<file path="config.mk">
export PLATFORM = sky130hd
export DESIGN_NAME = fhi_irq_status
export DESIGN_NICKNAME = d
export VERILOG_FILES = /design/src/common/fhi_pkg.sv /design/src/rtl/fhi_irq_status.sv
export SDC_FILE = /design/constraint.sdc
export NUM_CORES = 1
export LEC_CHECK = 0
export ABC_AREA = 1
export BUFFER_PORTS_ARGS = -buffer_cell sky130_fd_sc_hd__buf_2
export CORE_ASPECT_RATIO = 2
export CORE_MARGIN = 10
export CORE_UTILIZATION = 52
export CTS_BUF_LIST = sky130_fd_sc_hd__clkbuf_16
export DETAILED_ROUTE_END_ITERATION = 16
export PLACE_DENSITY = 0.73
export SYNTH_ARGS = -nofsm -noshare
export SYNTH_HDL_FRONTEND = slang
export SYNTH_SLANG_ARGS = --single-unit
</file>
<file path="constraint.sdc">
create_clock -name pclk -period 2.6 [get_ports pclk]
set_clock_uncertainty 0.1 [all_clocks]
set_input_delay 0.26 -clock pclk [delete_from_list [all_inputs] [get_ports pclk]]
set_output_delay 0.26 -clock pclk [all_outputs]
set_load 0.03 [all_outputs]
</file>
<file path="src/common/fhi_pkg.sv">
// shared constants and carrier types of the framer interrupt status block
package fhi_pkg;

   // ------------------------------------------------------------
   // register word indices (byte address = index * 4)
   // ------------------------------------------------------------
   localparam logic [9:0] IDX_HDLC_TX_STATUS = 10'h069;
   localparam logic [9:0] IDX_ALARM_STATUS   = 10'h06A;
   localparam logic [9:0] IDX_MASK_ONE       = 10'h06C;
   localparam logic [9:0] IDX_MASK_TWO       = 10'h06D;
   localparam logic [9:0] IDX_CONTROL        = 10'h06E;
   localparam logic [9:0] IDX_GLOBAL_SUMMARY = 10'h06F;
   localparam logic [9:0] IDX_LIVE_STATUS    = 10'h070;

   // ------------------------------------------------------------
   // bit positions of hdlc_tx_irq_status
   // ------------------------------------------------------------
   localparam int B1_CAS_EMPTY   = 7;
   localparam int B1_RX_OVERFLOW = 6;
   localparam int B1_ALL_SENT    = 5;
   localparam int B1_UNDERRUN    = 4;
   localparam int B1_MF_BEGIN    = 3;
   localparam int B1_SU_ERROR    = 2;
   localparam int B1_LINE_CHANGE = 1;
   localparam int B1_POOL_READY  = 0;

   // ------------------------------------------------------------
   // bit positions of alarm_irq_status
   // ------------------------------------------------------------
   localparam int B2_SYNC_REGAINED = 7;
   localparam int B2_SYNC_LOST     = 6;
   localparam int B2_MF_REGAINED   = 5;
   localparam int B2_MF_LOST       = 4;
   localparam int B2_BLUE_ALARM    = 3;
   localparam int B2_SIGNAL_ABSENT = 2;
   localparam int B2_DISTANT_CLEAR = 1;
   localparam int B2_DISTANT_ALARM = 0;

   // ------------------------------------------------------------
   // reset values and counts
   // ------------------------------------------------------------
   localparam logic [7:0] RST_STATUS    = 8'h00;
   localparam logic [7:0] RST_MASK      = 8'hFF;
   localparam logic [7:0] RST_THRESHOLD = 8'h10;
   localparam logic [4:0] FRAMES_PER_CAS = 5'd24;
   localparam logic [6:0] TX_BLOCK_BYTES = 7'd32;
   localparam int PCLK_MHZ          = 40;
   localparam int SU_REPEAT_TIME_US = 1000;
   localparam int SU_REPEAT_CYC_DEF = SU_REPEAT_TIME_US * PCLK_MHZ;

   // ------------------------------------------------------------
   // transmit multiframe formats
   // ------------------------------------------------------------
   typedef enum logic [1:0] {
      FMT_EXT_SUPERFRAME = 2'b00,
      FMT_SUPERFRAME_12  = 2'b01,
      FMT_SUPERFRAME_72  = 2'b10
   } fhi_fmt_e;

   // control register, bits 6:0
   typedef struct packed {
      logic     signaling_system_seven;
      logic     hdlc_mode;
      logic     serial_sig_access;
      fhi_fmt_e frame_format;
      logic     any_change_irq_mode;
      logic     show_masked_status;
   } fhi_ctrl_s;

   // transmit and hdlc side events and levels
   typedef struct packed {
      logic       tx_frame_tick;
      logic       tx_mf_tick;
      logic       tx_last_bit;
      logic       tx_queue_empty;
      logic       tx_need_byte;
      logic       tx_message_end_cmd;
      logic [6:0] tx_queue_free;
      logic       rx_byte_valid;
      logic       rx_queue_full;
      logic [7:0] su_error_count;
      logic       su_valid_frame;
      logic       su_invalid_frame;
      logic       tx_line_open;
      logic       tx_line_short;
   } fhi_tx_in_s;

   // framer synchronisation and alarm levels
   typedef struct packed {
      logic frame_sync_lost;
      logic multiframe_sync_lost;
      logic blue_alarm;
      logic signal_absent_alarm;
      logic distant_alarm_status;
      logic alarm_sim;
   } fhi_alarm_in_s;

endpackage

</file>
<file path="src/rtl/fhi_irq_status.sv">
// framer hdlc and alarm interrupt status registers with apb access
//
// Behaviour
// RL1 - reading a status register clears its bits
// RL2 - show-masked option still latches masked events
// RL3 - masked events never reach pin or summary
// RL4 - extended superframe: cas-empty at each multiframe start
// RL5 - 12/72-frame formats: cas-empty every 24 frames
// RL6 - serial signaling access suppresses cas-empty
// RL7 - overflow flagged when byte lost, queue full
// RL8 - receiver keeps storing once queue has room
// RL9 - all-sent on last bit, queue empty, hdlc
// RL10 - mid-frame empty without message end: abort, underrun
// RL11 - underrun holds transmitter off until status read
// RL12 - software should keep underrun unmasked
// RL13 - multiframe-begin at each transmit multiframe start
// RL14 - su error flag follows count versus threshold
// RL15 - invalid frames reissue su error periodically
// RL16 - line change on open rise, short change
// RL17 - pool ready when 32 bytes of room
// RL18 - sync regained/lost flags, including simulation end
// RL19 - 12/72-frame: multiframe regained/lost on transitions
// RL20 - blue/signal-absent on detection or any change
// RL21 - distant alarm rise, clear, simulation end
// RL22 - alarm status bit order 7 down to 0
// RL23 - event in clearing read cycle stays latched
//
// Register access over APB is this design's own decision.
`timescale 1ns/1ps
`default_nettype none

module fhi_irq_status
   import fhi_pkg::*;
#(
   parameter int SU_REPEAT_CYC = SU_REPEAT_CYC_DEF  // su error repeat period
)(
   input  wire logic          pclk,
   input  wire logic          presetn,
   input  wire logic          ce,
   input  wire logic          psel,
   input  wire logic          penable,
   input  wire logic          pwrite,
   input  wire logic [11:0]   paddr,
   input  wire logic [31:0]   pwdata,
   output logic [31:0]        prdata,
   output logic               pready,
   output logic               pslverr,
   input  wire fhi_tx_in_s    tx_in,
   input  wire fhi_alarm_in_s alarm_in,
   output logic               irq_n,
   output logic               tx_abort,
   output logic               tx_hold,
   output logic               rx_store
);

   // ------------------------------------------------------------
   // state
   // ------------------------------------------------------------
   typedef struct packed {
      logic [7:0]  isr_one;       // hdlc_tx_irq_status
      logic [7:0]  isr_two;       // alarm_irq_status
      logic [7:0]  mask_one;      // irq_mask_one
      logic [7:0]  mask_two;      // irq_mask_two
      fhi_ctrl_s   ctrl;          // mode and option bits
      logic [7:0]  su_threshold;  // su error threshold
      logic [31:0] rdata;         // captured read word
      logic        ack;           // access phase answered next edge
      logic        err;           // unmapped address seen
      logic        tx_hold;       // transmitter held after underrun
      logic        tx_abort;      // one-cycle abort request
      logic [4:0]  frame_cnt;     // frames since last cas-empty
      logic [15:0] rep_cnt;       // su error repeat timer
      logic        rep_active;    // invalid frames keep su error alive
      logic        p_open;        // previous line open
      logic        p_short;       // previous line short
      logic        p_room;        // previous pool room
      logic        p_over;        // previous su over threshold
      logic        p_fsync;       // previous frame sync lost
      logic        p_msync;       // previous multiframe sync lost
      logic        p_blue;        // previous blue alarm
      logic        p_absent;      // previous signal absent
      logic        p_dist;        // previous distant alarm
      logic        p_sim;         // previous alarm simulation
   } fhi_state_s;

   fhi_state_s r;       // registered state
   fhi_state_s next_r;  // next state

   // ------------------------------------------------------------
   // helpers
   // ------------------------------------------------------------
   // level went from low to high
   function automatic logic rise(input logic prev, input logic cur);
      return ~prev & cur;
   endfunction

   // level went from high to low
   function automatic logic fall(input logic prev, input logic cur);
      return prev & ~cur;
   endfunction

   // unmasked part of a status register
   function automatic logic live_any(input logic [7:0] st, input logic [7:0] m);
      return |(st & ~m);
   endfunction

   // ------------------------------------------------------------
   // combinational next state
   // ------------------------------------------------------------
   logic [7:0]  ev_one;     // hdlc/tx events this cycle
   logic [7:0]  ev_two;     // alarm events this cycle
   logic [7:0]  gate_one;   // latch enable per bit
   logic [7:0]  gate_two;   // latch enable per bit
   logic [7:0]  clr_one;    // bits cleared by completed read
   logic [7:0]  clr_two;    // bits cleared by completed read
   logic        access;     // apb access phase
   logic        done;       // access completes this edge
   logic [9:0]  idx;        // word index
   logic        mapped;     // index decodes to a register
   logic [31:0] rd_word;    // read mux
   logic        su_over;    // su error count over threshold
   logic        room;       // tx queue can take a block
   logic        underrun;   // tx queue ran dry mid frame
   logic        sim_end;    // alarm simulation just ended
   logic        multi_fmt;  // 12- or 72-frame format selected
   logic        cas_tick;   // cas-empty event before suppression
   logic        rep_fire;   // su error repeat timer expired

   always_comb begin
      next_r   = r;
      idx      = paddr[11:2];
      access   = psel & penable;
      done     = access & r.ack;
      mapped   = 1'b1;
      rd_word  = 32'h0000_0000;
      ev_one   = 8'h00;
      ev_two   = 8'h00;
      clr_one  = 8'h00;
      clr_two  = 8'h00;
      next_r.tx_abort = 1'b0;

      // read decode
      case (idx)
         IDX_HDLC_TX_STATUS: rd_word[7:0] = r.isr_one;
         IDX_ALARM_STATUS:   rd_word[7:0] = r.isr_two;
         IDX_MASK_ONE:       rd_word[7:0] = r.mask_one;
         IDX_MASK_TWO:       rd_word[7:0] = r.mask_two;
         IDX_CONTROL: begin
            rd_word[6:0]  = r.ctrl;
            rd_word[15:8] = r.su_threshold;
         end
         IDX_GLOBAL_SUMMARY: begin
            rd_word[0] = live_any(r.isr_one, r.mask_one);  // [RL3]
            rd_word[1] = live_any(r.isr_two, r.mask_two);  // [RL3]
         end
         IDX_LIVE_STATUS: begin
            rd_word[0] = tx_in.tx_line_open;
            rd_word[1] = tx_in.tx_line_short;
            rd_word[2] = r.tx_hold;
            rd_word[3] = r.p_over;
         end
         default: mapped = 1'b0;
      endcase

      // first access cycle captures the answer, second completes
      if (access && !r.ack) begin
         next_r.ack   = 1'b1;
         next_r.rdata = pwrite ? 32'h0000_0000 : rd_word;
         next_r.err   = ~mapped;
      end else begin
         next_r.ack = 1'b0;
      end

      // writes take effect at completion
      if (done && pwrite && mapped) begin
         case (idx)
            IDX_MASK_ONE: next_r.mask_one = pwdata[7:0];
            IDX_MASK_TWO: next_r.mask_two = pwdata[7:0];
            IDX_CONTROL: begin
               next_r.ctrl         = fhi_ctrl_s'(pwdata[6:0]);
               next_r.su_threshold = pwdata[15:8];
            end
            default: next_r.ctrl = r.ctrl;
         endcase
      end

      // read clears exactly the bits that were reported
      if (done && !pwrite && idx == IDX_HDLC_TX_STATUS) begin
         clr_one = r.rdata[7:0];  // [RL1]
      end
      if (done && !pwrite && idx == IDX_ALARM_STATUS) begin
         clr_two = r.rdata[7:0];  // [RL1]
      end

      // ---------------- transmit multiframe and cas ----------------
      multi_fmt = (r.ctrl.frame_format == FMT_SUPERFRAME_12) ||
                  (r.ctrl.frame_format == FMT_SUPERFRAME_72);
      cas_tick  = 1'b0;
      if (multi_fmt) begin
         if (tx_in.tx_frame_tick) begin
            if (r.frame_cnt == FRAMES_PER_CAS - 5'd1) begin
               next_r.frame_cnt = 5'd0;
               cas_tick         = 1'b1;  // [RL5]
            end else begin
               next_r.frame_cnt = r.frame_cnt + 5'd1;
            end
         end
      end else begin
         next_r.frame_cnt = 5'd0;
         cas_tick = (r.ctrl.frame_format == FMT_EXT_SUPERFRAME) &
                    tx_in.tx_mf_tick;  // [RL4]
      end
      ev_one[B1_CAS_EMPTY] = cas_tick & ~r.ctrl.serial_sig_access;  // [RL6]
      ev_one[B1_MF_BEGIN]  = tx_in.tx_mf_tick;  // [RL13]

      // ---------------- hdlc receive and transmit ----------------
      ev_one[B1_RX_OVERFLOW] = tx_in.rx_byte_valid & tx_in.rx_queue_full;  // [RL7]
      ev_one[B1_ALL_SENT] = r.ctrl.hdlc_mode & tx_in.tx_last_bit &
                            tx_in.tx_queue_empty;  // [RL9]
      underrun = tx_in.tx_need_byte & tx_in.tx_queue_empty &
                 ~tx_in.tx_message_end_cmd & ~r.tx_hold;
      ev_one[B1_UNDERRUN] = underrun;  // [RL10]
      if (underrun) begin
         next_r.tx_abort = 1'b1;  // [RL10]
         next_r.tx_hold  = 1'b1;  // [RL11]
      end else if (clr_one[B1_UNDERRUN]) begin
         next_r.tx_hold  = 1'b0;  // [RL11]
      end
      room = tx_in.tx_queue_free >= TX_BLOCK_BYTES;
      next_r.p_room = room;
      ev_one[B1_POOL_READY] = rise(r.p_room, room);  // [RL17]

      // ---------------- signaling unit errors ----------------
      su_over = r.ctrl.signaling_system_seven & (tx_in.su_error_count > r.su_threshold);
      next_r.p_over = su_over;
      rep_fire = 1'b0;
      if (!su_over || tx_in.su_valid_frame) begin
         next_r.rep_active = 1'b0;  // [RL15]
         next_r.rep_cnt    = 16'd0;
      end else if (tx_in.su_invalid_frame && !r.rep_active) begin
         next_r.rep_active = 1'b1;
         next_r.rep_cnt    = 16'd0;
      end else if (r.rep_active) begin
         if (r.rep_cnt == 16'(SU_REPEAT_CYC - 1)) begin
            next_r.rep_cnt = 16'd0;
            rep_fire       = 1'b1;  // [RL15]
         end else begin
            next_r.rep_cnt = r.rep_cnt + 16'd1;
         end
      end
      ev_one[B1_SU_ERROR] = rise(r.p_over, su_over) | rep_fire;  // [RL14]

      // ---------------- transmit line monitor ----------------
      next_r.p_open  = tx_in.tx_line_open;
      next_r.p_short = tx_in.tx_line_short;
      ev_one[B1_LINE_CHANGE] = rise(r.p_open, tx_in.tx_line_open) |
                               (r.p_short ^ tx_in.tx_line_short);  // [RL16]

      // ---------------- framer alarms ----------------
      next_r.p_fsync  = alarm_in.frame_sync_lost;
      next_r.p_msync  = alarm_in.multiframe_sync_lost;
      next_r.p_blue   = alarm_in.blue_alarm;
      next_r.p_absent = alarm_in.signal_absent_alarm;
      next_r.p_dist   = alarm_in.distant_alarm_status;
      next_r.p_sim    = alarm_in.alarm_sim;
      sim_end = fall(r.p_sim, alarm_in.alarm_sim);

      ev_two[B2_SYNC_REGAINED] = fall(r.p_fsync, alarm_in.frame_sync_lost) |
         (sim_end & ~alarm_in.frame_sync_lost);  // [RL18]
      ev_two[B2_SYNC_LOST] = rise(r.p_fsync, alarm_in.frame_sync_lost) |
         alarm_in.alarm_sim;  // [RL18]
      ev_two[B2_MF_REGAINED] = (multi_fmt &
         fall(r.p_msync, alarm_in.multiframe_sync_lost)) |
         alarm_in.alarm_sim;  // [RL19]
      ev_two[B2_MF_LOST] = (multi_fmt &
         rise(r.p_msync, alarm_in.multiframe_sync_lost)) |
         alarm_in.alarm_sim;  // [RL19]
      if (r.ctrl.any_change_irq_mode) begin
         ev_two[B2_BLUE_ALARM]    = r.p_blue ^ alarm_in.blue_alarm;  // [RL20]
         ev_two[B2_SIGNAL_ABSENT] = r.p_absent ^ alarm_in.signal_absent_alarm;  // [RL20]
      end else begin
         ev_two[B2_BLUE_ALARM]    = rise(r.p_blue, alarm_in.blue_alarm);  // [RL20]
         ev_two[B2_SIGNAL_ABSENT] = rise(r.p_absent, alarm_in.signal_absent_alarm);  // [RL20]
      end
      ev_two[B2_BLUE_ALARM]    = ev_two[B2_BLUE_ALARM] | alarm_in.alarm_sim;
      ev_two[B2_SIGNAL_ABSENT] = ev_two[B2_SIGNAL_ABSENT] | alarm_in.alarm_sim;
      ev_two[B2_DISTANT_CLEAR] = fall(r.p_dist, alarm_in.distant_alarm_status) |
         (sim_end & ~alarm_in.distant_alarm_status);  // [RL21]
      ev_two[B2_DISTANT_ALARM] = rise(r.p_dist, alarm_in.distant_alarm_status) |
         alarm_in.alarm_sim;  // [RL21]

      // ---------------- latch with mask and visibility ----------------
      gate_one = r.ctrl.show_masked_status ? 8'hFF : ~r.mask_one;  // [RL2]
      gate_two = r.ctrl.show_masked_status ? 8'hFF : ~r.mask_two;  // [RL2]
      // set wins over a clearing read in the same cycle
      next_r.isr_one = (r.isr_one & ~clr_one) | (ev_one & gate_one);  // [RL23]
      next_r.isr_two = (r.isr_two & ~clr_two) | (ev_two & gate_two);  // [RL22] [RL23]
      // su error bit drops while the count is back under threshold
      if (!su_over && !ev_one[B1_SU_ERROR]) begin
         next_r.isr_one[B1_SU_ERROR] = 1'b0;  // [RL14]
      end
   end

   // ------------------------------------------------------------
   // state register, frozen while ce is low
   // ------------------------------------------------------------
   always_ff @(posedge pclk or negedge presetn) begin
      if (!presetn) begin
         r              <= '0;
         r.isr_one      <= RST_STATUS;
         r.isr_two      <= RST_STATUS;
         r.mask_one     <= RST_MASK;
         r.mask_two     <= RST_MASK;
         r.su_threshold <= RST_THRESHOLD;
      end else if (ce) begin
         r <= next_r;
      end
   end

   // ------------------------------------------------------------
   // outputs
   // ------------------------------------------------------------
   assign prdata   = r.rdata;
   assign pready   = r.ack & ce;
   assign pslverr  = r.ack & r.err & ce;
   // masked bits never drive the pin
   assign irq_n    = ~(live_any(r.isr_one, r.mask_one) |
                       live_any(r.isr_two, r.mask_two));  // [RL3]
   assign tx_abort = r.tx_abort;
   assign tx_hold  = r.tx_hold;  // [RL11]
   // bytes go on into the queue whenever it has room again
   assign rx_store = tx_in.rx_byte_valid & ~tx_in.rx_queue_full;  // [RL8]

endmodule // fhi_irq_status

`default_nettype wire

</file>
Word-level counts from Yosys, hierarchy flattened
Index checks and enable logic that the tools add are counted.

cells by class
  add/sub/neg operators = 2
  $lt $le $gt $ge = 2
  equality and inequality tests = 12
  muxes and demuxes = 32
  bitwise gates (word level) = 75
  reduce and logical (&&, ||, !) cells = 30

operator list
  operator                                             count
  == test 10 x 7 -> 1 bit, second input constant       7
  two-way mux 16 bit                                   4
  bitwise AND 8 bit                                    6
  two-way mux 8 bit                                    5
  inverter 8 bit                                       4
  bitwise AND 1 bit                                    31
  inverter 1 bit                                       18
  two-way mux 17 bit                                   1
  adder 16 x 1 -> 16 bit, second input constant        1
  == test 16 bit, second input constant                1
  OR 8 bit                                             2
  OR reduction 8 bit                                   2
  two-way mux 5 bit                                    3
  one-hot mux 3 bit (5 select lines)                   1
  two-way mux 1 bit                                    14
  one-hot mux 2 bit (7 select lines)                   1
  one-hot mux 2 bit (6 select lines)                   1
  OR 1 bit                                             11
  AND reduction 2 bit                                  5
  AND reduction 3 bit                                  3
  greater-than comparator 8 bit                        1
  logical AND 1 bit                                    8
  >= comparator 7 x 6 -> 1 bit, second input constant  1
  OR reduction 7 bit                                   1
  other kinds (13)                                     21

storage, ports and cells
  flip-flop bits (word level) = 115
  input bits = 83
  output and inout bits = 38
  logic and storage cells = 182

Longest topological paths before layout
Gate-level depths: netlist of run 1.

  word-level depth = 9
  mapped depth = 15
  gate-level depth less buffers = 15

Least setup slack after synthesis of run 1
OpenSTA, ideal clock, no wires.

  kind = reg2reg
  start point = reg r[72] (netlist name)
  end point = reg r[19] (netlist name)
  library setup time = 0.117 ns
  data arrival time = 1.869 ns
  data required time = 2.383 ns
  slack = 0.514 ns
  cell stages (with the launch flop) = 12
  path buffers = 1
  clock period less this slack = 2.086 ns
  path through = dfstp_2 inv_1 ha_1 nand2_1 nor2_1 a21oi_1 nand4_1 nand2_1 nand2_1 buf_2 nand2_1 nand2_1

on the way
  longest elaborated chain between the ends = 6
  elaborated cells on any way between the ends = 7
  classes of those cells = order compare (1); mux (1); bitwise (1); reduce/logical (4)

RTL lines
  what                               line                   text
  from (decl)                        fhi_irq_status.sv:86   fhi_state_s r;
  from (signal assigned)             fhi_irq_status.sv:316  r <= next_r;
  greater-than comparator 8 bit (*)  fhi_irq_status.sv:234  su_over = r.ctrl.signaling_system_seven & (tx_in.su_error_count > r.su_threshold);
  bitwise AND 1 bit (*)              fhi_irq_status.sv:234
  logical NOT 1 bit (*)              fhi_irq_status.sv:237  if (!su_over || tx_in.su_valid_frame) begin
  logical OR 1 bit (*)               fhi_irq_status.sv:237
  nonzero test 3 bit (no line)       n/a
  AND reduction 2 bit (no line)      n/a

Mark *: on every way between the ends. The rest lies on a longest branch, timed or not.
A chain may end at the register's enable or synchronous reset.

Final worst setup path of run 1
  start point = reg r[72] (netlist name)
  end point = reg r[11] (netlist name)

The elaborated chain is that of the path after synthesis.

==> results of run 1 <==
==> metrics by stage <==
step	hold WS (ps)	cell area [um^2]	power [mW]
floorplan	-136	6190	1.79
global placement	94.2	6560	1.91
detailed placement	93.1	6560	1.91
CTS	32.3	6850	3.18
global route	53.9	6850	3.29
finish	41.5	6850	3.16
==> registers in the layout, indices dropped and copies added, names as in the netlist <==
name      count
tx_hold       1
tx_abort      1
prdata       16
r            81
==> cell families (layout without fill, tap and decap cells) <==
family,Yosys count,in the layout,share of synthesized area
simple gates,471,471,0.345
compound gates,104,104,0.0961
xor+xnor,4,4,0.00571
fa+ha+maj,13,13,0.0265
flops,99,99,0.407
other cells,1,16,0.000611
buf+inv,152,211,0.119
==> worst max-delay path: stages (launching register included) <==
cell	delay (ps)
sky130_fd_sc_hd__dfstp_2	530
sky130_fd_sc_hd__inv_1	50
sky130_fd_sc_hd__ha_1	260
sky130_fd_sc_hd__nand2_1	70
sky130_fd_sc_hd__nor2_1	40
sky130_fd_sc_hd__a21oi_1	220
sky130_fd_sc_hd__nand4_1	150
sky130_fd_sc_hd__nand2_1	110
sky130_fd_sc_hd__nand2_1	360
sky130_fd_sc_hd__nand2_1	160
sky130_fd_sc_hd__nand2_1	70
==> final cells by class <==
class | instances | area (um^2) | share of cell area
clock buffer | 10 | 250 | 0.0365
clock inverter | 6 | 31.3 | 0.00457
inverter | 96 | 360 | 0.0526
multi-input combinational | 608 | 2970 | 0.434
sequential | 99 | 2500 | 0.365
tap | 145 | 181 | 0.0265
timing repair buffer | 99 | 558 | 0.0815
==> layer usage <==
metal  wire (um)  GRT usage  up-vias  part of all wire
met5           0          0        -                 0
met4        1240      0.158        0             0.068
met3         798     0.0367       62             0.044
met2        9590      0.391      193              0.53
met1        6530      0.216     2725              0.36
li1            -          -     2849                 -
==> worst paths after layout <==
| path | start | endpoint | slack [ps] | cells after the start |
|---|---|---|---|---|
| setup / recovery | r[72] | r[11] | 350 | 10 |
| hold / removal | alarm_in[2] | r[2] | 40 | 3 |
| setup reg to reg | r[72] | r[11] | 350 | 10 |
| hold reg to reg | r[94] | r[94] | 360 | 2 |
| max in group asynchronous | presetn | r[88] | 1420 | 3 |
| min in group asynchronous | presetn | prdata[11] | 250 | 2 |
==> cell usage in the layout (no fill, tap or decap), types with 3 or more instances in the layout <==
master                      count
sky130_fd_sc_hd__buf_4         17
sky130_fd_sc_hd__clkbuf_16     10
sky130_fd_sc_hd__xor2_1         4
sky130_fd_sc_hd__nor2_1        66
sky130_fd_sc_hd__inv_1         91
sky130_fd_sc_hd__conb_1        16
sky130_fd_sc_hd__dfrtp_1       82
sky130_fd_sc_hd__o221ai_1       3
sky130_fd_sc_hd__nor2_2         5
sky130_fd_sc_hd__dfstp_2       17
sky130_fd_sc_hd__nand2_1      269
sky130_fd_sc_hd__nor2_4         4
sky130_fd_sc_hd__ha_1          13
sky130_fd_sc_hd__a21oi_1       14
sky130_fd_sc_hd__o22ai_1        8
sky130_fd_sc_hd__nor3_1        14
sky130_fd_sc_hd__o31ai_1        9
sky130_fd_sc_hd__nand3_2        4
sky130_fd_sc_hd__buf_2         80
sky130_fd_sc_hd__o21ai_0       61
sky130_fd_sc_hd__nand4_1       50
sky130_fd_sc_hd__inv_2          7
sky130_fd_sc_hd__nand3_1       47
==> report_power, final <==
| part | total [mW] | switching [mW] | internal, mW |
|---|---|---|---|
| logic | 0.304 | 0.216 | 0.0885 |
| registers | 1.58 | 0.0162 | 1.57 |
| clock network | 1.27 | 0.579 | 0.695 |
| total | 3.16 | 0.812 | 2.35 |
==> summary.md, run 1 <==
| Metric | Value |
|---|---|
| YS warnings | 0 |
| Number of global-route vias before repair | between 6,000 and 7,000 |
| Cell with the most instances after synthesis | sky130_fd_sc_hd__nand2_1 |
| Horizontal die dimension | around 97 um |
| Placed insts | approximately 1,000 |
| Std cell rows | between 50 and 60 |
| Clock edge transition at the registers on the reported setup and hold paths | roughly 70 ps |
| Nets | ~1,000 |
| Height of the chip | between 150 and 200 um |
| Primary FF master, synth | sky130_fd_sc_hd__dfrtp_1 |
| Initial antenna violation count | 0 |
| Residual overflow from global routing | 0 |
| Timing-limited maximum frequency | approximately 0.44 GHz |
| Effective utilization at floorplan | 0.527 |
| Post-CTS repair timing setup buffer count | 0 |
| Number of fill cells in the layout | 1,167 |
| Kind of critical path | flop to flop |
| Total CTS buffers | 9 |
| Final Hold Fails | 0 |
| TritonCTS Sinks | 99 |
| Setup repair after global routing missed its margin | no |
| CTS tree | yes |
| Endpoint class of the critical path | flop |
| Post-Route WL | about 18,000 um |
| Cts repair resizes | 0 |
| Number of synthesized flops with an enable pin | 0 |
| Count of port buffers added during placement | slightly above 80 |
| Area growth from synthesis to layout | 11.6% |
| Ratio of cells with drive above 1 in the final layout | 0.172 |
| Maximum clock insertion buffer count | 2 |
| Clock root buffer | sky130_fd_sc_hd__clkbuf_16 |
| Die ar. | about 17,000 um^2 |
| Clock network latency to the later pin of the worst-skew pair | 350 ps |
| Hold Path Class | primary input to flop |
| LEAKAGE | around 3.4 nW |
| Worst Setup Slack, final | around 350 ps |
| Relative slew margins | 0.611 |
| Final Util | 0.589 |
| Detailed-router iteration count before antenna repair | 5 |
| Post-detailed-placement half-perimeter wirelength | around 14,000 um |
| Overall track demand over capacity in global routing | 0.217 |
| Antenna diodes | 0 |
| Number of different library cells in the post-synthesis netlist | 40 |
| Post-synth top area cell | sky130_fd_sc_hd__dfrtp_1 |
| Maximum level of the CTS H-tree | 3 |
| Largest cells by area after synthesis | sky130_fd_sc_hd__dfrtp_1 33%, sky130_fd_sc_hd__nand2_1 16%, sky130_fd_sc_hd__dfstp_2 7.3% |
| VDD IR max | 0.339 mV |
| DRC | 0 |
| Area fraction of the dominant cell type after synthesis | 0.334 |
| Post-Syn Instances | between 800 and 900 |
| Outcome | finished clean |
| Max FO, Critical Path | 16 |
| Detail-routed via count per cell | roughly 5.5 |
| Post-detailed-route wirelength per cell | between 15 and 20 um |
| Drt initial violations | ~370 |
| Req. time, crit path | between 2000 and 3000 ps |
| Seq cells post-synth | between 90 and 100 |
| Post-synthesis average cell area | between 7 and 8 um^2 |
| Non-filler instance count after layout | 1,063 |
| DRT antenna net count | 0 |
| Area of the core | about 12,000 um^2 |
| Pin count of the biggest net entering global routing | 49 |
| Final setup viols | 0 |
| Via count | roughly 5,800 |
| Global-route wire length before repair | between 20,000 and 30,000 um |
| Top cells by instance count after synthesis | 269 x sky130_fd_sc_hd__nand2_1, 89 x sky130_fd_sc_hd__inv_1, 82 x sky130_fd_sc_hd__dfrtp_1 |
| Dpl ws | approximately 330 ps |
| Post-synthesis sequential area ratio | 0.407 |
| Final-report max-slew violation count | 0 |
| Worst setup SP type | flop |
| Routability congestion estimate | a little over 0.9 |
| Final total negative setup slack | 0 ps |
| Ratio of total power to cell area | approximately 460 nW/um^2 |
| Quantity of hold-fixing buffers added after cts | 1 |
| Min Tclk post-route | 2250 ps |
| Data arrival time at the worst-slack endpoint | 2380 ps |
| Max-cap check violation count | 0 |
| Top-Level Pins | around 120 |
| Share of the cycle needed by the critical path after routing | 0.865 |
| Cell area after synthesis | 6130 um^2 |
| Fraction of registers with async set or reset after synthesis | 1.00 |
| Tightest Pin Transition | 582 ps |
(Power assumes the default switching activity.)
==> run 2, diff against run 1 <==
--- a/config.mk
+++ b/config.mk
@@ -8,9 +8,8 @@
 export ABC_AREA = 1
 export BUFFER_PORTS_ARGS = -buffer_cell sky130_fd_sc_hd__buf_2
 export CORE_ASPECT_RATIO = 2
-export CORE_MARGIN = 10
+export CORE_MARGIN = 1.5
 export CORE_UTILIZATION = 52
-export CTS_BUF_LIST = sky130_fd_sc_hd__clkbuf_16
 export DETAILED_ROUTE_END_ITERATION = 16
 export PLACE_DENSITY = 0.73
 export SYNTH_ARGS = -nofsm -noshare
==> run 2 against run 1 <==
Effect of this change:
- critical path depth stayed put
- total power is 0.88% higher
- sequential power hardly changed
- cell count hardly changed
- critical endpoint is now r[15]
==> summary.md, run 2 (synthesis gave the netlist of run 1 again) <==
| Metric | Value |
|---|---|
| Outcome | finished clean |
| Ratio of total power to cell area | 466 nW/um^2 (+0.88%) |
| Post-CTS repair timing setup buffer count | 0 (unchanged) |
| Non-filler instance count after layout | 1,062 (-0.094%) |
| Antenna diodes | 0 (unchanged) |
| Horizontal die dimension | 79.8 um (-18%) |
| Timing-limited maximum frequency | 0.442 GHz (-0.64%) |
| Post-Route WL | 17,200 um (-5.0%) |
| Final Util | 0.589 (unchanged) |
| Worst setup SP type | flop |
| Reg with most FFs | r |
| Final-report max-slew violation count | 0 (unchanged) |
| Nets | 1,008 (-0.099%) |
| Maximum clock insertion buffer count | 2 (unchanged) |
| Delay of the slowest cell on the worst path | 530 ps (about the same) |
| Overall track demand over capacity in global routing | 0.292 (+0.0756) |
| Req. time, crit path | 2740 ps (about the same) |
| Residual overflow from global routing | 0 (unchanged) |
| VDD IR max | 0.328 mV (-3.2%) |
| Data arrival time at the worst-slack endpoint | 2400 ps (+20 ps) |
| Min Tclk post-route | 2260 ps (+14.5 ps) |
| Area growth from synthesis to layout | 11.6% (unchanged) |
| Critical path's slowest cell | sky130_fd_sc_hd__dfstp_2 |
| DRT antenna net count | 0 (unchanged) |
| Number of global-route vias before repair | 5,920 (-2.8%) |
| Clock root buffer | sky130_fd_sc_hd__clkbuf_16 |
| Post-detailed-route wirelength per cell | 16.2 um (-4.9%) |
| Final total negative setup slack | 0 ps (unchanged) |
| Worst Setup Slack, final | 335 ps (-14.5 ps) |
| Commonest cells after routing, fill and taps aside | 269 x sky130_fd_sc_hd__nand2_1, 89 x sky130_fd_sc_hd__inv_1, 82 x sky130_fd_sc_hd__dfrtp_1 |
| TritonCTS Sinks | 99 (unchanged) |
| Max-cap check violation count | 0 (unchanged) |
| DRC | 0 (unchanged) |
| Via count | 5,883 (+0.93%) |
| Final setup viols | 0 (unchanged) |
| Area of the core | 11,600 um^2 (unchanged) |
| Share of the cycle needed by the critical path after routing | 0.871 (+0.00557) |
| Max FO, Critical Path | 16 (unchanged) |
| Endpoint class of the critical path | flop |
| Ratio of cells with drive above 1 in the final layout | 0.174 (+0.00237) |
| Top-Level Pins | 121 (unchanged) |
| Layout Cell Area excl Fill | 6850 um^2 (unchanged) |
| Buffers plus inverters on the worst setup path | 1 (unchanged) |
| LEAKAGE | 3.37 nW (-0.34%) |
| Routability congestion estimate | 0.941 (+0.83%) |
| Worst-path cell chain | inv_1 > ha_1 > nand2_1 > nor2_1 > a21oi_1 > nand4_1 > nand2_1 > nand2_1 > nand2_1 > nand2_1 |
| Dpl ws | 347 ps (+16.9 ps) |
| Std cell rows | 56 (unchanged) |
| Number of fill cells in the layout | 1,172 (+0.43%) |
| Setup repair after global routing missed its margin | no |
| CTS tree | yes |
| Worst hold slack | 54.1 ps (+12.6 ps) |
| Placed insts | 1,045 (-0.096%) |
| Final Hold Fails | 0 (unchanged) |
| Detail-routed via count per cell | 5.54 (+1.0%) |
| Combined area of the multi-input logic cells | 2970 um^2 (unchanged) |
| Most common cell on crit path | sky130_fd_sc_hd__nand2_1 |
| Number of flip-flops in the largest register | 81 (unchanged) |
| Cell family with most CP delay | simple AND/OR/NAND/NOR gates |
| Clock edge transition at the registers on the reported setup and hold paths | 70 ps (about the same) |
| Height of the chip | 157 um (-9.8%) |
| Hold Path Class | primary input to flop |
| Global-route wire length before repair | 27,700 um (-7.5%) |
| Tightest Pin Transition | 626 ps (+44.5 ps) |
| Placed cell areas | 6550 um^2 (-0.11%) |
| Initial antenna violation count | 0 (unchanged) |
| Relative slew margins | 0.581 (-0.0301) |
| Drt initial violations | 331 (-10%) |
| Final total power | 3.19 mW (+0.88%) |
| Count of port buffers added during placement | 81 (unchanged) |
| Detailed-router iteration count before antenna repair | 5 (unchanged) |
| Maximum level of the CTS H-tree | 3 (unchanged) |
| Clock network latency to the later pin of the worst-skew pair | 350 ps (about the same) |
| Post-detailed-placement half-perimeter wirelength | 13,300 um (-5.7%) |
| Effective utilization at floorplan | 0.527 (unchanged) |
| Sequential cell area | 2500 um^2 (unchanged) |
| Kind of critical path | flop to flop |
| Total CTS buffers | 9 (unchanged) |
| Most common cell after layout, fill and taps aside | sky130_fd_sc_hd__nand2_1 |
| Pin count of the biggest net entering global routing | 55 (+12%) |
| Die ar. | 12,500 um^2 (-26%) |
-- run 2: cell count changes in the layout (fill, tap and decap cells not counted), sizes merged --
| cell | change |
|---|---|
| clkinv | -1 |
| buf | -1 |
| clkbuf | +1 |
| inv | -1 |
| clkinvlp | +1 |
-- run 2: what timing repair did --
item	4_1_cts	5_1_grt
resized for setup	0	0
endpoints found under the setup margin	0	0
hold buffers	1	0
hold endpoints to repair	20	0
-- run 2: final timing paths --
path                       depth (start not counted)  slack, ps   endpoint  startpoint
min reg2reg                                        2        360      r[89]       r[89]
min                                                3         50      r[91]   pwdata[0]
min in group asynchronous                          2        250  prdata[9]     presetn
max in group asynchronous                          3       1500  prdata[5]     presetn
max reg2reg                                       10        340      r[15]       r[72]
max                                               10        340      r[15]       r[72]
-- run 2: cell type report --
| type | count | area share |
|---|---|---|
| clock buffers | 11 | 0.0369 |
| clock inverters | 5 | 0.00530 |
| inverters | 96 | 0.0526 |
| multi-input cells | 608 | 0.434 |
| flip-flops and latches | 99 | 0.365 |
| well taps | 145 | 0.0265 |
| repair buffers | 98 | 0.0804 |
-- run 2: metal layers --
metal / vias to the layer above / share of wire / GRT usage
li1: 2851 / - / -
met1: 2741 / 0.35 / 0.295
met2: 218 / 0.52 / 0.515
met3: 73 / 0.050 / 0.0379
met4: 0 / 0.083 / 0.247
met5: - / 0 / 0
-- run 2: report_power, final --
part / total, mW / internal (mW) / switching [mW]
sequential: 1.58 / 1.57 / 0.0161
combinational: 0.304 / 0.0897 / 0.215
clock: 1.30 / 0.703 / 0.600
total: 3.19 / 2.36 / 0.831
-- run 2: tightest hold or removal path: cells and delay by family --
kind / cells / cell delay (ps)
and+or+nand+nor: 2 / 130
buffers and inverters: 1 / 120
